$ cat src/rtl/trim_regs_pkg.sv
// Purpose: Shared constants for the gain trim and equaliser configuration bank
// Assumes: Byte addresses are four times the printed register index
// Notes: Trim and config field layouts and the config reset value live here
package trim_regs_pkg;
  localparam int ADDR_W = 12;
  localparam int DATA_W = 32;
  localparam int TRIM_W = 5;
  localparam int COEF_W = 12;
  localparam int NUM_TRIM = 6;
  // Printed register indices
  localparam logic [11:0] IDX_FG_B0_DUAL = 12'h352;
  localparam logic [11:0] IDX_FG_B1_DUAL = 12'h353;
  localparam logic [11:0] IDX_FG_A0_SINGLE = 12'h354;
  localparam logic [11:0] IDX_FG_A1_SINGLE = 12'h355;
  localparam logic [11:0] IDX_FG_B0_SINGLE = 12'h356;
  localparam logic [11:0] IDX_FG_B1_SINGLE = 12'h357;
  localparam logic [11:0] IDX_EQ_CONFIG = 12'h400;
  // Own choice: live status word
  localparam logic [11:0] IDX_STATUS = 12'h401;
  localparam logic [11:0] IDX_COEF_CHECK = 12'h402;
  localparam int TRIM_LSB = 0;
  localparam int TRIM_MSB = 4;
  localparam int SHARE_BIT = 6;
  localparam int MERGE_BIT = 5;
  localparam int SCW_LSB = 2;
  localparam int SCW_MSB = 4;
  localparam int MODE_LSB = 0;
  localparam int MODE_MSB = 1;
  localparam logic [7:0] CFG_RESET = 8'h00;
  localparam logic [7:0] CFG_WMASK = 8'h7f;
  localparam logic [7:0] TRIM_WMASK = 8'h1f;
  localparam logic [2:0] SCW_MAX = 3'h6;
  localparam logic [1:0] MODE_OFF = 2'h0;
  localparam logic [1:0] MODE_ON = 2'h2;
  localparam logic [4:0] WEIGHT_BASE = 5'h10;
  localparam logic [1:0] RESP_OKAY = 2'b00;
  localparam logic [1:0] RESP_SLVERR = 2'b10;
  localparam int FUSE_WAIT = 4;
endpackage : trim_regs_pkg

$ cat src/rtl/fuse_loader.sv
// Purpose: Copies fuse-stored trim values once after reset
// Assumes: Fuse word is stable; it arrives from outside so it is synchronised
// Notes: load_pulse is one cycle; done stays high until the next reset
`timescale 1ns/100ps
module fuse_loader #(
  parameter int WIDTH = 30
) (
  input wire logic core_clk,
  input wire logic reset,
  input wire logic [WIDTH-1:0] fuse_word,
  output logic [WIDTH-1:0] fuse_value,
  output logic load_pulse,
  output logic done
);
  import trim_regs_pkg::*;
  logic [WIDTH-1:0] sync1_reg, sync1_next, sync2_reg, sync2_next;
  logic [2:0] cnt_reg, cnt_next;
  logic done_reg, done_next, pulse_reg, pulse_next;

  always_comb begin
    sync1_next = fuse_word;
    sync2_next = sync1_reg;
    cnt_next = cnt_reg;
    done_next = done_reg;
    pulse_next = 1'b0;
    // Wait so the synchroniser holds settled fuse data before the copy
    if (!done_reg) begin
      if (cnt_reg == 3'(FUSE_WAIT)) begin
        done_next = 1'b1;
        pulse_next = 1'b1;
      end else begin
        cnt_next = cnt_reg + 3'd1;
      end
    end
  end

  always_ff @(posedge core_clk) begin
    if (reset) begin
      sync1_reg <= '0;
      sync2_reg <= '0;
      cnt_reg <= 3'd0;
      done_reg <= 1'b0;
      pulse_reg <= 1'b0;
    end else begin
      sync1_reg <= sync1_next;
      sync2_reg <= sync2_next;
      cnt_reg <= cnt_next;
      done_reg <= done_next;
      pulse_reg <= pulse_next;
    end
  end

  assign fuse_value = sync2_reg;
  assign load_pulse = pulse_reg;
  assign done = done_reg;
endmodule : fuse_loader

$ cat src/rtl/coef_store.sv
// Purpose: Small equaliser coefficient memory with registered read
// Assumes: One write port, one read port, same clock
// Notes: Holds signed two's-complement taps
`timescale 1ns/100ps
module coef_store #(
  parameter int DEPTH = 16,
  parameter int WIDTH = 12
) (
  input wire logic core_clk,
  input wire logic wr_en,
  input wire logic [$clog2(DEPTH)-1:0] wr_addr,
  input wire logic [WIDTH-1:0] wr_data,
  input wire logic [$clog2(DEPTH)-1:0] rd_addr,
  output logic [WIDTH-1:0] rd_data
);
  logic [WIDTH-1:0] mem [DEPTH];
  logic [WIDTH-1:0] rd_reg;

  always_ff @(posedge core_clk) begin
    if (wr_en) begin
      mem[wr_addr] <= wr_data;
    end
    rd_reg <= mem[rd_addr];
  end

  assign rd_data = rd_reg;
endmodule : coef_store

$ cat src/rtl/gain_trim_and_fir_config_regs.sv
// Purpose: Fine-gain trim bank and programmable equaliser configuration over AXI4-Lite
// Assumes: core_clk 100 MHz, synchronous active-high reset
// Notes: Trims take fuse values shortly after reset; see coefficient port for taps
//
// Behaviour
// - Dual B bank0 trim, bits 4:0
// - Dual B bank1 trim, low five bits
// - Single-channel A bank0 trim register
// - Single-channel A bank1 trim register
// - Single-channel B bank0 trim register
// - Single-channel B bank1 trim register
// - Trims load factory fuse values
// - Share bit: channel B uses A coefficients
// - Merge bit joins both filters
// - Side weight 2^(field-16), values 0..6
// - Mode 0 disables, 2 enables equaliser
// - Coefficients are 12-bit signed values
`timescale 1ns/100ps
module gain_trim_and_fir_config_regs #(
  parameter int COEF_DEPTH = 16
) (
  input wire logic core_clk,
  input wire logic reset,
  input wire logic [trim_regs_pkg::ADDR_W+1:0] s_axi_awaddr,
  input wire logic s_axi_awvalid,
  output logic s_axi_awready,
  input wire logic [trim_regs_pkg::DATA_W-1:0] s_axi_wdata,
  input wire logic [3:0] s_axi_wstrb,
  input wire logic s_axi_wvalid,
  output logic s_axi_wready,
  output logic [1:0] s_axi_bresp,
  output logic s_axi_bvalid,
  input wire logic s_axi_bready,
  input wire logic [trim_regs_pkg::ADDR_W+1:0] s_axi_araddr,
  input wire logic s_axi_arvalid,
  output logic s_axi_arready,
  output logic [trim_regs_pkg::DATA_W-1:0] s_axi_rdata,
  output logic [1:0] s_axi_rresp,
  output logic s_axi_rvalid,
  input wire logic s_axi_rready,
  input wire logic [trim_regs_pkg::NUM_TRIM*trim_regs_pkg::TRIM_W-1:0] fuse_trim,
  input wire logic serial_link_enable,
  input wire logic coef_wr_en,
  input wire logic [$clog2(COEF_DEPTH)-1:0] coef_wr_addr,
  input wire logic [trim_regs_pkg::COEF_W-1:0] coef_wr_data,
  output logic [trim_regs_pkg::NUM_TRIM*trim_regs_pkg::TRIM_W-1:0] trim_out,
  output logic coef_share_bit,
  output logic filter_merge_bit,
  output logic [2:0] side_coef_weight,
  output logic [4:0] side_weight_exp_neg,
  output logic equaliser_enable,
  output logic [$clog2(COEF_DEPTH)-1:0] chan_b_coef_bank
);
  import trim_regs_pkg::*;

  // Refused at elaboration: one bank index bit at least, and a small store
  if (COEF_DEPTH < 2 || COEF_DEPTH > 256) begin : g_bad_depth
    $error("COEF_DEPTH out of range");
  end

  localparam int TOT_TRIM = NUM_TRIM * TRIM_W;
  localparam int CA_W = $clog2(COEF_DEPTH);

  ////////////////////////////////////////////////////////////////////////////
  // Fuse load and coefficient check port

  logic [TOT_TRIM-1:0] fuse_value;
  logic fuse_load;
  logic fuse_done;
  logic [COEF_W-1:0] coef_rd_data;
  logic [CA_W-1:0] coef_rd_addr_reg, coef_rd_addr_next;

  fuse_loader #(.WIDTH(TOT_TRIM)) u_fuse (
    .core_clk(core_clk),
    .reset(reset),
    .fuse_word(fuse_trim),
    .fuse_value(fuse_value),
    .load_pulse(fuse_load),
    .done(fuse_done)
  );

  coef_store #(.DEPTH(COEF_DEPTH), .WIDTH(COEF_W)) u_coef (
    .core_clk(core_clk),
    .wr_en(coef_wr_en),
    .wr_addr(coef_wr_addr),
    .wr_data(coef_wr_data),
    .rd_addr(coef_rd_addr_reg),
    .rd_data(coef_rd_data)
  );

  ////////////////////////////////////////////////////////////////////////////
  // Bus state

  typedef enum logic [2:0] {
    W_IDLE = 3'b001,
    W_RESP = 3'b010,
    W_HOLD = 3'b100
  } wr_state_t;

  typedef enum logic [2:0] {
    R_IDLE = 3'b001,
    R_LOOK = 3'b010,
    R_RESP = 3'b100
  } rd_state_t;

  wr_state_t wst_reg, wst_next;
  rd_state_t rst_reg, rst_next;
  logic aw_have_reg, aw_have_next, w_have_reg, w_have_next;
  logic [ADDR_W+1:0] awaddr_reg, awaddr_next, araddr_reg, araddr_next;
  logic [DATA_W-1:0] wdata_reg, wdata_next, rdata_reg, rdata_next;
  logic [3:0] wstrb_reg, wstrb_next;
  logic [1:0] bresp_reg, bresp_next, rresp_reg, rresp_next;
  logic [TRIM_W-1:0] trim_reg [NUM_TRIM];
  logic [TRIM_W-1:0] trim_next [NUM_TRIM];
  logic [7:0] cfg_reg, cfg_next;
  logic [TOT_TRIM-1:0] trim_out_reg, trim_out_next;
  logic share_reg, share_next, merge_reg, merge_next, en_reg, en_next;
  logic [2:0] scw_reg, scw_next;
  logic [4:0] exp_reg, exp_next;
  logic [CA_W-1:0] bank_reg, bank_next;
  logic awready_reg, awready_next, wready_reg, wready_next;

  function automatic logic [11:0] word_index(input logic [ADDR_W+1:0] a);
    word_index = a[ADDR_W+1:2];
  endfunction : word_index

  function automatic int trim_slot(input logic [11:0] idx);
    if (idx == IDX_FG_B0_DUAL) trim_slot = 0;
    else if (idx == IDX_FG_B1_DUAL) trim_slot = 1;
    else if (idx == IDX_FG_A0_SINGLE) trim_slot = 2;
    else if (idx == IDX_FG_A1_SINGLE) trim_slot = 3;
    else if (idx == IDX_FG_B0_SINGLE) trim_slot = 4;
    else if (idx == IDX_FG_B1_SINGLE) trim_slot = 5;
    else trim_slot = -1;
  endfunction : trim_slot

  ////////////////////////////////////////////////////////////////////////////
  // Write channel and register updates

  always_comb begin
    logic [11:0] widx;
    int slot;
    logic do_write;
    widx = word_index(awaddr_reg);
    slot = trim_slot(widx);
    do_write = 1'b0;
    wst_next = wst_reg;
    aw_have_next = aw_have_reg;
    w_have_next = w_have_reg;
    awaddr_next = awaddr_reg;
    wdata_next = wdata_reg;
    wstrb_next = wstrb_reg;
    bresp_next = bresp_reg;
    cfg_next = cfg_reg;
    for (int i = 0; i < NUM_TRIM; i++) begin
      trim_next[i] = trim_reg[i];
    end
    if (fuse_load) begin
      for (int i = 0; i < NUM_TRIM; i++) begin
        trim_next[i] = fuse_value[i*TRIM_W +: TRIM_W];
      end
    end
    case (wst_reg)
      W_IDLE: begin
        if (s_axi_awvalid && !aw_have_reg) begin
          aw_have_next = 1'b1;
          awaddr_next = s_axi_awaddr;
        end
        if (s_axi_wvalid && !w_have_reg) begin
          w_have_next = 1'b1;
          wdata_next = s_axi_wdata;
          wstrb_next = s_axi_wstrb;
        end
        if (aw_have_reg && w_have_reg) begin
          wst_next = W_HOLD;
        end
      end
      W_HOLD: begin
        // Writes wait for the fuse copy so software values are not overwritten
        if (fuse_done && !fuse_load) begin
          do_write = 1'b1;
          wst_next = W_RESP;
        end
      end
      W_RESP: begin
        if (s_axi_bready) begin
          aw_have_next = 1'b0;
          w_have_next = 1'b0;
          wst_next = W_IDLE;
        end
      end
      default: wst_next = W_IDLE;
    endcase
    // Readies are registered so every bus output comes from a flop
    awready_next = (wst_next == W_IDLE) && !aw_have_next;
    wready_next = (wst_next == W_IDLE) && !w_have_next;
    if (do_write) begin
      bresp_next = RESP_OKAY;
      if (awaddr_reg[1:0] != 2'b00) begin
        bresp_next = RESP_SLVERR;
      end else if (slot >= 0) begin
        if (wstrb_reg[0]) begin
          trim_next[slot] = wdata_reg[TRIM_MSB:TRIM_LSB];
        end
      end else if (widx == IDX_EQ_CONFIG) begin
        if (wstrb_reg[0]) begin
          cfg_next = wdata_reg[7:0] & CFG_WMASK;
        end
      end else if (widx == IDX_STATUS || widx == IDX_COEF_CHECK) begin
        bresp_next = RESP_OKAY;
      end else begin
        bresp_next = RESP_SLVERR;
      end
    end
  end

  ////////////////////////////////////////////////////////////////////////////
  // Read channel

  always_comb begin
    logic [11:0] ridx;
    int slot;
    ridx = word_index(araddr_reg);
    slot = trim_slot(ridx);
    rst_next = rst_reg;
    araddr_next = araddr_reg;
    rdata_next = rdata_reg;
    rresp_next = rresp_reg;
    coef_rd_addr_next = coef_rd_addr_reg;
    case (rst_reg)
      R_IDLE: begin
        if (s_axi_arvalid) begin
          araddr_next = s_axi_araddr;
          rst_next = R_LOOK;
        end
      end
      R_LOOK: begin
        rresp_next = RESP_OKAY;
        rdata_next = '0;
        if (araddr_reg[1:0] != 2'b00) begin
          rresp_next = RESP_SLVERR;
        end else if (slot >= 0) begin
          rdata_next[TRIM_MSB:TRIM_LSB] = trim_reg[slot];
        end else if (ridx == IDX_EQ_CONFIG) begin
          rdata_next[7:0] = cfg_reg;
        end else if (ridx == IDX_STATUS) begin
          rdata_next[0] = fuse_done;
          rdata_next[1] = en_reg;
          rdata_next[2] = serial_link_enable;
        end else if (ridx == IDX_COEF_CHECK) begin
          // Coefficient read address advances by one after each check read
          rdata_next[COEF_W-1:0] = coef_rd_data;
          coef_rd_addr_next = coef_rd_addr_reg + CA_W'(1);
        end else begin
          rresp_next = RESP_SLVERR;
        end
        rst_next = R_RESP;
      end
      R_RESP: begin
        if (s_axi_rready) begin
          rst_next = R_IDLE;
        end
      end
      default: rst_next = R_IDLE;
    endcase
  end

  ////////////////////////////////////////////////////////////////////////////
  // Decoded equaliser controls

  always_comb begin
    share_next = cfg_reg[SHARE_BIT];
    merge_next = cfg_reg[MERGE_BIT];
    // Out-of-range weight is clamped to the largest legal step
    scw_next = (cfg_reg[SCW_MSB:SCW_LSB] > SCW_MAX) ? SCW_MAX : cfg_reg[SCW_MSB:SCW_LSB];
    exp_next = WEIGHT_BASE - {2'b00, scw_next};
    // Reserved mode codes leave the filter off
    en_next = (cfg_reg[MODE_MSB:MODE_LSB] == MODE_ON);
    // Bank 0 holds A taps; shared mode points B at it too
    bank_next = share_next ? CA_W'(0) : CA_W'(1);
    trim_out_next = '0;
    for (int i = 0; i < NUM_TRIM; i++) begin
      trim_out_next[i*TRIM_W +: TRIM_W] = trim_reg[i];
    end
  end

  ////////////////////////////////////////////////////////////////////////////
  // State registers

  always_ff @(posedge core_clk) begin
    if (reset) begin
      wst_reg <= W_IDLE;
      rst_reg <= R_IDLE;
      aw_have_reg <= 1'b0;
      w_have_reg <= 1'b0;
      awaddr_reg <= '0;
      araddr_reg <= '0;
      wdata_reg <= '0;
      wstrb_reg <= 4'h0;
      rdata_reg <= '0;
      bresp_reg <= RESP_OKAY;
      rresp_reg <= RESP_OKAY;
      for (int i = 0; i < NUM_TRIM; i++) begin
        trim_reg[i] <= '0;
      end
      cfg_reg <= CFG_RESET;
      coef_rd_addr_reg <= '0;
      trim_out_reg <= '0;
      share_reg <= 1'b0;
      merge_reg <= 1'b0;
      scw_reg <= 3'h0;
      exp_reg <= WEIGHT_BASE;
      en_reg <= 1'b0;
      bank_reg <= CA_W'(1);
      awready_reg <= 1'b1;
      wready_reg <= 1'b1;
    end else begin
      wst_reg <= wst_next;
      rst_reg <= rst_next;
      aw_have_reg <= aw_have_next;
      w_have_reg <= w_have_next;
      awaddr_reg <= awaddr_next;
      araddr_reg <= araddr_next;
      wdata_reg <= wdata_next;
      wstrb_reg <= wstrb_next;
      rdata_reg <= rdata_next;
      bresp_reg <= bresp_next;
      rresp_reg <= rresp_next;
      for (int i = 0; i < NUM_TRIM; i++) begin
        trim_reg[i] <= trim_next[i];
      end
      cfg_reg <= cfg_next;
      coef_rd_addr_reg <= coef_rd_addr_next;
      trim_out_reg <= trim_out_next;
      share_reg <= share_next;
      merge_reg <= merge_next;
      scw_reg <= scw_next;
      exp_reg <= exp_next;
      en_reg <= en_next;
      bank_reg <= bank_next;
      awready_reg <= awready_next;
      wready_reg <= wready_next;
    end
  end

  ////////////////////////////////////////////////////////////////////////////
  // Outputs, all from flip-flops

  // Valids and read ready are single bits of the one-hot state flops
  assign s_axi_awready = awready_reg;
  assign s_axi_wready = wready_reg;
  assign s_axi_bvalid = wst_reg[1];
  assign s_axi_bresp = bresp_reg;
  assign s_axi_arready = rst_reg[0];
  assign s_axi_rvalid = rst_reg[2];
  assign s_axi_rdata = rdata_reg;
  assign s_axi_rresp = rresp_reg;
  assign trim_out = trim_out_reg;
  assign coef_share_bit = share_reg;
  assign filter_merge_bit = merge_reg;
  assign side_coef_weight = scw_reg;
  assign side_weight_exp_neg = exp_reg;
  assign equaliser_enable = en_reg;
  assign chan_b_coef_bank = bank_reg;
endmodule : gain_trim_and_fir_config_regs

$ cat config.mk
export PLATFORM = sky130hd
export DESIGN_NAME = gain_trim_and_fir_config_regs
export DESIGN_NICKNAME = d
export VERILOG_FILES = /design/src/rtl/trim_regs_pkg.sv /design/src/rtl/fuse_loader.sv /design/src/rtl/coef_store.sv /design/src/rtl/gain_trim_and_fir_config_regs.sv
export SDC_FILE = /design/constraint.sdc
export NUM_CORES = 1
export LEC_CHECK = 0
export ABC_CLOCK_PERIOD_IN_PS = 3050
export BUFFER_PORTS_ARGS = -buffer_cell sky130_fd_sc_hd__buf_2
export CORE_MARGIN = 2
export CORE_UTILIZATION = 57
export CTS_CLUSTER_DIAMETER = 150
export CTS_CLUSTER_SIZE = 40
export DETAILED_ROUTE_END_ITERATION = 10
export PLACE_DENSITY = 0.79
export SLEW_MARGIN = 20
export SYNTH_ARGS = -nofsm -noshare
export SYNTH_HDL_FRONTEND = slang
export SYNTH_HIERARCHICAL = 1
export SYNTH_SLANG_ARGS = --single-unit
$ cat constraint.sdc
create_clock -name core_clk -period 3.05 [get_ports core_clk]
set_clock_uncertainty 0.05 [all_clocks]
set_input_delay 0.1525 -clock core_clk [delete_from_list [all_inputs] [get_ports core_clk]]
set_output_delay 0.1525 -clock core_clk [all_outputs]
set_load 0.01 [all_outputs]
==> results.json, run 1 <==
{
  "clkSinkCount": 411,
  "fin_nets": 1473,
  "power.share.sequential_pct": 65.9,
  "dieArea_mm2": 0.0288,
  "antennaDiodeCount": 0,
  "switchingPower_mw": 1.99,
  "fmax_ghz": 0.386,
  "antenna_found_initial": 0,
  "worstMarginPinSlew_ns": 1.14,
  "largest_register": "u_coef/mem",
  "gp_congestion": 0.934,
  "core_mm2": 0.0270,
  "start_util_pct": 58.0,
  "reg2reg_slack_ns": 0.46,
  "num_vias": 9737,
  "post-route-period-util_pct": 85.0,
  "worst_r2r_startpoint": "u_fuse/done",
  "area_growth_pct": 15.3,
  "internal_power_mw": 7.14,
  "grt_use_total_pct": 24.2,
  "final_area_mm2": 0.0180,
  "synth_area_leaders": "edfxtp_1 37%, dfxtp_1 28%, mux4_2 5.0%, mux2i_1 4.3%, nor2b_1 4.2%",
  "portBuffers": 151,
  "fin_setup_tns_ns": 0,
  "startpoint_type": "flop",
  "cts_buffers": 14,
  "overflow": 0,
  "vias_per_cell": 5.74,
  "pwr-share-comb_pct": 6.6,
  "largest_reg_flops": 192,
  "wl_per_cell_um": 20.7,
  "slew_headroom_pct": 24.1,
  "pwr-share-clk_pct": 27.5,
  "whs_endpoint": "trim_reg[4][1]",
  "cp.required_ns": 3.42,
  "power.leakage_nw": 6.56,
  "place_area_mm2": 0.0168,
  "drc": 0,
  "first_global_vias": 9760,
  "grt_max_degree": 91,
  "synth.avg_cell_area_um2": 14.0,
  "boundaryPins": 205,
  "endpoint_kind": "flop",
  "netlist_instances": 1121,
  "p_sw_share_pct": 21.8,
  "postCtsSetupRepairBufs": 0,
  "worstPathCellList": "nor2b_1, nand4_2, or4_1, a211oi_1",
  "crit_fanout": 10,
  "ant_nets": 0,
  "clock_path_buffers": 3,
  "rsz0062_at_grt": "no",
  "hold_path.class": "primary input to flop",
  "whs_path_depth": 2,
  "syn_area_mm2": 0.0156,
  "worst-setup-path-type": "flop to flop",
  "dp_hpwl_mm": 22.9,
  "synthTopCellsByCount": "219 x dfxtp_1, 192 x edfxtp_1, 106 x nor2b_1",
  "cp_top_family": "simple AND/OR/NAND/NOR gates",
  "rows": 60,
  "layout-drive-gt1-share_pct": 21.3,
  "peakVddDrop_v": 0.000588,
  "r2r_end": "trim_reg[5][2]",
  "firstDrtPassIters": 5,
  "status": "finished, final reports clean",
  "clock_latency_ns": 0.53,
  "grt_pass1_wl_mm": 53.6,
  "yosys.area.top_type_share_pct": 36.9,
  "ff2ff_path_depth": 4,
  "ctsResizeCount": 0,
  "max_cap_violations": 0,
  "yosysWarnings": 6,
  "ys_ff_latch": 411,
  "fin_crit_ns": 2.59,
  "path_clk_slew_ns": 0.13,
  "synth_cell_types": 73,
  "hold_start": "reset",
  "synthArstFlopShare_pct": 0,
  "cts-root-buf": "clkbuf_16",
  "cp_num_buf_inv": 0,
  "critical_path.max_stage_delay_ns": 0.82,
  "slowest_stage": "or4_1",
  "routed_wl_mm": 35.1,
  "cts_tree": "built",
  "p_per_area_mw_per_mm2": 506,
  "hold_viol_final": 0,
  "htree_levels": 1,
  "yosysMostFrequentCell": "dfxtp_1",
  "synth_flop_cell": "dfxtp_1",
  "ys_seq_area_share_pct": 64.9,
  "yosysTopAreaCell": "edfxtp_1",
  "slew_violations": 0,
  "fp.dieW_um": 170,
  "arrival_ns": 2.96,
  "final_cells": 1696,
  "drtIter0Drc": 1009,
  "setup_viol": 0,
  "die_h_um": 170,
  "placed_cells": 1590,
  "synth-edff-count": 192
}
cell type report:
type,instances,area [µm²]
flip-flops and latches,411,10200
fillers,1884,8910
multi-input cells,640,5090
repair buffers,271,1900
well taps,341,427
clock buffers,21,398
inverters,11,41.3
clock inverters,1,30.0
kinds of logic after synthesis:
family | share of synthesized area, %
multiplexers | 13.7
buffers and inverters | 3.26
flip-flops | 64.9
AND/OR/NAND/NOR | 13.0
other | 0.0240
adder cells (fa/ha/maj) | 0.400
AO/OA/AOI/OAI | 4.58
XOR/XNOR | 0.168
cells in the final DEF (no fill, tap or decap), drive strengths merged, types with 6 or more instances in the layout:
cell type,n
buf,187
a22oi,30
nor3b,6
nor2b,106
o21ai,8
inv,11
nand3b,6
dfxtp,219
nor4,13
dlygate4sd3,84
a211oi,11
nand4,12
nand2,55
clkbuf,21
a21oi,25
conb,25
mux4,50
nor3,19
edfxtp,192
nor2,99
nand2b,10
mux2i,67
mux2,26
worst max path at each step:
stage	from	endpoint	slack [ns]	cells after the start
4_1_cts	u_fuse/done	trim_reg[5][2]	0.46	4
3_3_place_gp	awaddr_reg[13]	cfg_reg[3]	0.64	4
5_1_grt	u_fuse/done	trim_reg[5][2]	0.26	4
3_5_place_dp	u_fuse/done	trim_reg[5][2]	0.55	4
2_1_floorplan	rst_reg[0]	coef_rd_addr_reg[3]	0.80	5
6_report	u_fuse/done	trim_reg[5][2]	0.46	4
what timing repair did:
action                                 in CTS  in global routing
setup endpoints to repair                   0                  0
endpoints found under the hold margin     265                  0
hold buffers                               84                  0
power groups by stage:
stage / Clock, mW / Sequential [mW] / Combinational (mW)
final: 2.51 / 6.01 / 0.606
after global routing: 2.72 / 6.03 / 0.659
after CTS: 2.56 / 6.01 / 0.596
after detailed placement: 0 / 6.13 / 0.508
after global placement: 0 / 6.12 / 0.493
after floorplan: 0 / 6.08 / 0.360
metrics by stage:
stage | utilization (%) | hold slack, ns | setup slack (ns) | power [mW]
2_1_floorplan | - | 0.201 | 0.798 | 6.44
3_3_place_gp | 62.2 | 0.311 | 0.637 | 6.62
3_5_place_dp | 62.2 | 0.316 | 0.554 | 6.64
4_1_cts | 66.9 | 0.0347 | 0.463 | 9.17
5_1_grt | 66.9 | 0.0529 | 0.260 | 9.40
6_report | 66.9 | 0.0196 | 0.459 | 9.13
per-layer routing:
metal	track usage [%]	up-vias	part of all wire (%)
li1	-	4501	-
met1	31.2	4785	41
met2	43.2	386	50
met3	2.87	65	6.0
met4	7.43	0	2.9
met5	0	-	0
Power figures use the tool's default switching activity.
==> inputs of run 2 (changes only) <==
--- a/config.mk
+++ b/config.mk
@@ -5,14 +5,14 @@
 export SDC_FILE = /design/constraint.sdc
 export NUM_CORES = 1
 export LEC_CHECK = 0
-export ABC_CLOCK_PERIOD_IN_PS = 3050
+export ABC_CLOCK_PERIOD_IN_PS = 2300
 export BUFFER_PORTS_ARGS = -buffer_cell sky130_fd_sc_hd__buf_2
 export CORE_MARGIN = 2
-export CORE_UTILIZATION = 57
+export CORE_UTILIZATION = 52
 export CTS_CLUSTER_DIAMETER = 150
 export CTS_CLUSTER_SIZE = 40
 export DETAILED_ROUTE_END_ITERATION = 10
-export PLACE_DENSITY = 0.79
+export PLACE_DENSITY = 0.76
 export SLEW_MARGIN = 20
 export SYNTH_ARGS = -nofsm -noshare
 export SYNTH_HDL_FRONTEND = slang
==> constraint.sdc (replaced) <==
create_clock -name core_clk -period 2.3 [get_ports core_clk]
set_clock_uncertainty 0.05 [all_clocks]
set_input_delay 0.115 -clock core_clk [delete_from_list [all_inputs] [get_ports core_clk]]
set_output_delay 0.115 -clock core_clk [all_outputs]
set_load 0.01 [all_outputs]
==> run 2 against run 1 <==
Compared with the run above:
- sequential share of layout area decreased by 0.91 points
- register-to-register slack lost 0.38 ns
- cell count up 4.7%
- via count shrank 0.76%
- highest routed layer unchanged
- wire length shrank 0.65%
- power rose by 33%
- cell area is 1.6% higher
- non-clock buffer count rose by 32
- worst hold slack better by 0.10 ns
==> results.json, run 2 (synthesized netlist as in run 1, its figures left out) <==
{
  "fin_util_pct": 61.8,
  "cts_buffers": 14,
  "firstDrtPassIters": 5,
  "start_util_pct": 52.8,
  "rsz0062_at_grt": "no",
  "clock_latency_ns": 0.51,
  "reg2reg_slack_ns": 0.08,
  "first_global_vias": 9450,
  "whs_endpoint": "u_coef/mem[4][7]",
  "p_sw_share_pct": 21.8,
  "arrival_ns": 2.64,
  "rows": 63,
  "drtIter0Drc": 776,
  "fp.dieW_um": 177,
  "dp_hpwl_mm": 23.3,
  "gp_congestion": 0.880,
  "core_mm2": 0.0296,
  "mostFrequentLayoutCell": "dfxtp_1",
  "slew_headroom_pct": 56.3,
  "max_cap_violations": 0,
  "setup_viol": 0,
  "endpoint_kind": "flop",
  "routed_wl_mm": 34.9,
  "worstMarginPinSlew_ns": 0.656,
  "post-route-period-util_pct": 96.6,
  "fmax_ghz": 0.450,
  "startpoint_type": "flop",
  "ff2ff_path_depth": 5,
  "cts-root-buf": "clkbuf_16",
  "clock_path_buffers": 3,
  "layout-drive-gt1-share_pct": 22.9,
  "whs_path_depth": 3,
  "die_h_um": 177,
  "dieArea_mm2": 0.0315,
  "peakVddDrop_v": 0.00108,
  "grt_pass1_wl_mm": 52.5,
  "grt_max_degree": 89,
  "hold_viol_final": 0,
  "drc": 0,
  "hold_path.class": "primary input to flop",
  "cp.required_ns": 2.72,
  "largest_reg_flops": 192,
  "largest_register": "u_coef/mem",
  "overflow": 0,
  "num_vias": 9663,
  "fin_setup_tns_ns": 0,
  "p_per_area_mw_per_mm2": 662,
  "cts_tree": "built",
  "grt_use_total_pct": 21.7,
  "pwr-share-clk_pct": 27.3,
  "status": "finished, final reports clean",
  "boundaryPins": 205,
  "switchingPower_mw": 2.64,
  "ant_nets": 0,
  "worst_r2r_startpoint": "araddr_reg[8]",
  "antenna_found_initial": 1,
  "htree_levels": 1,
  "clkSinkCount": 411,
  "path_clk_slew_ns": 0.14,
  "pwr-share-comb_pct": 7.1,
  "hold_start": "coef_wr_addr[1]",
  "slew_violations": 0,
  "antennaDiodeCount": 0,
  "wl_per_cell_um": 19.7,
  "power.leakage_nw": 6.72,
  "area_growth_pct": 17.2,
  "fin_crit_ns": 2.22,
  "portBuffers": 151,
  "vias_per_cell": 5.44,
  "power.share.sequential_pct": 65.6,
  "internal_power_mw": 9.49,
  "fin_nets": 1505,
  "worst-setup-path-type": "flop to flop",
  "final_cell_mix": "217 x dfxtp_1, 192 x edfxtp_1, 150 x buf_2",
  "r2r_end": "s_axi_rdata[4]",
  "crit_fanout": 5
}
[run 2: worst max-delay path by stage]
stage                                endpoint     startpoint  depth (start not counted)  slack, ns
final                          s_axi_rdata[4]  araddr_reg[8]                          5       0.08
after floorplan           coef_rd_addr_reg[3]     rst_reg[0]                          5       0.05
after detailed placement       s_axi_rdata[4]  araddr_reg[8]                          5       0.09
after global routing           s_axi_rdata[4]  araddr_reg[8]                          5      0.005
after CTS                      s_axi_rdata[4]  araddr_reg[8]                          5       0.06
after global placement         s_axi_rdata[4]  araddr_reg[8]                          5       0.12
[run 2: power groups by stage]
stage | Sequential [mW] | Combinational, mW | Clock [mW]
6_report | 7.95 | 0.863 | 3.31
5_1_grt | 7.98 | 0.941 | 3.63
4_1_cts | 7.95 | 0.849 | 3.38
3_5_place_dp | 8.12 | 0.735 | 0
3_3_place_gp | 8.10 | 0.717 | 0
2_1_floorplan | 8.07 | 0.477 | 0
[run 2: metrics by stage]
step           hold slack, ns  power, mW  std cells  instance area [µm²]  setup slack [ns]
2_1_floorplan           0.164       8.55       1145                15700            0.0475
3_3_place_gp            0.278       8.82       1672                17100             0.125
3_5_place_dp            0.279       8.85       1672                17100            0.0921
4_1_cts                0.0934       12.2       1776                18300            0.0640
5_1_grt                 0.118       12.5       1776                18300           0.00490
6_report                0.121       12.1       1776                18300            0.0777
[run 2: cell type report]
type	count	area (µm²)
Clock buffer	20	394
Clock inverter	1	30.0
Fill cell	2243	11300
Inverter	11	41.3
Multi-Input combinational cell	640	5080
Sequential cell	411	10200
Tap cell	390	488
Timing Repair Buffer	303	2150
[run 2: repair_timing]
action                                  4_1_cts  5_1_grt
resized for setup                             0        0
hold endpoints to repair                    268        0
endpoints found under the setup margin        0        0
hold buffers                                 83        0
buffers inserted                              0        0
[run 2: layer usage]
layer	global-route usage, %	up-vias	routed length (µm)
met3	2.21	38	1940
met1	29.1	4743	14600
met2	38.6	321	17700
met5	0	-	0
met4	3.89	0	577
li1	-	4561	-
[run 2: critical path: stages, from the launching register on]
cell and delay (ns):
dfxtp_1 0.35, or4b_1 0.62, nand2b_1 0.27, or3_1 0.40, a221o_1 0.37, o21ai_1 0.12
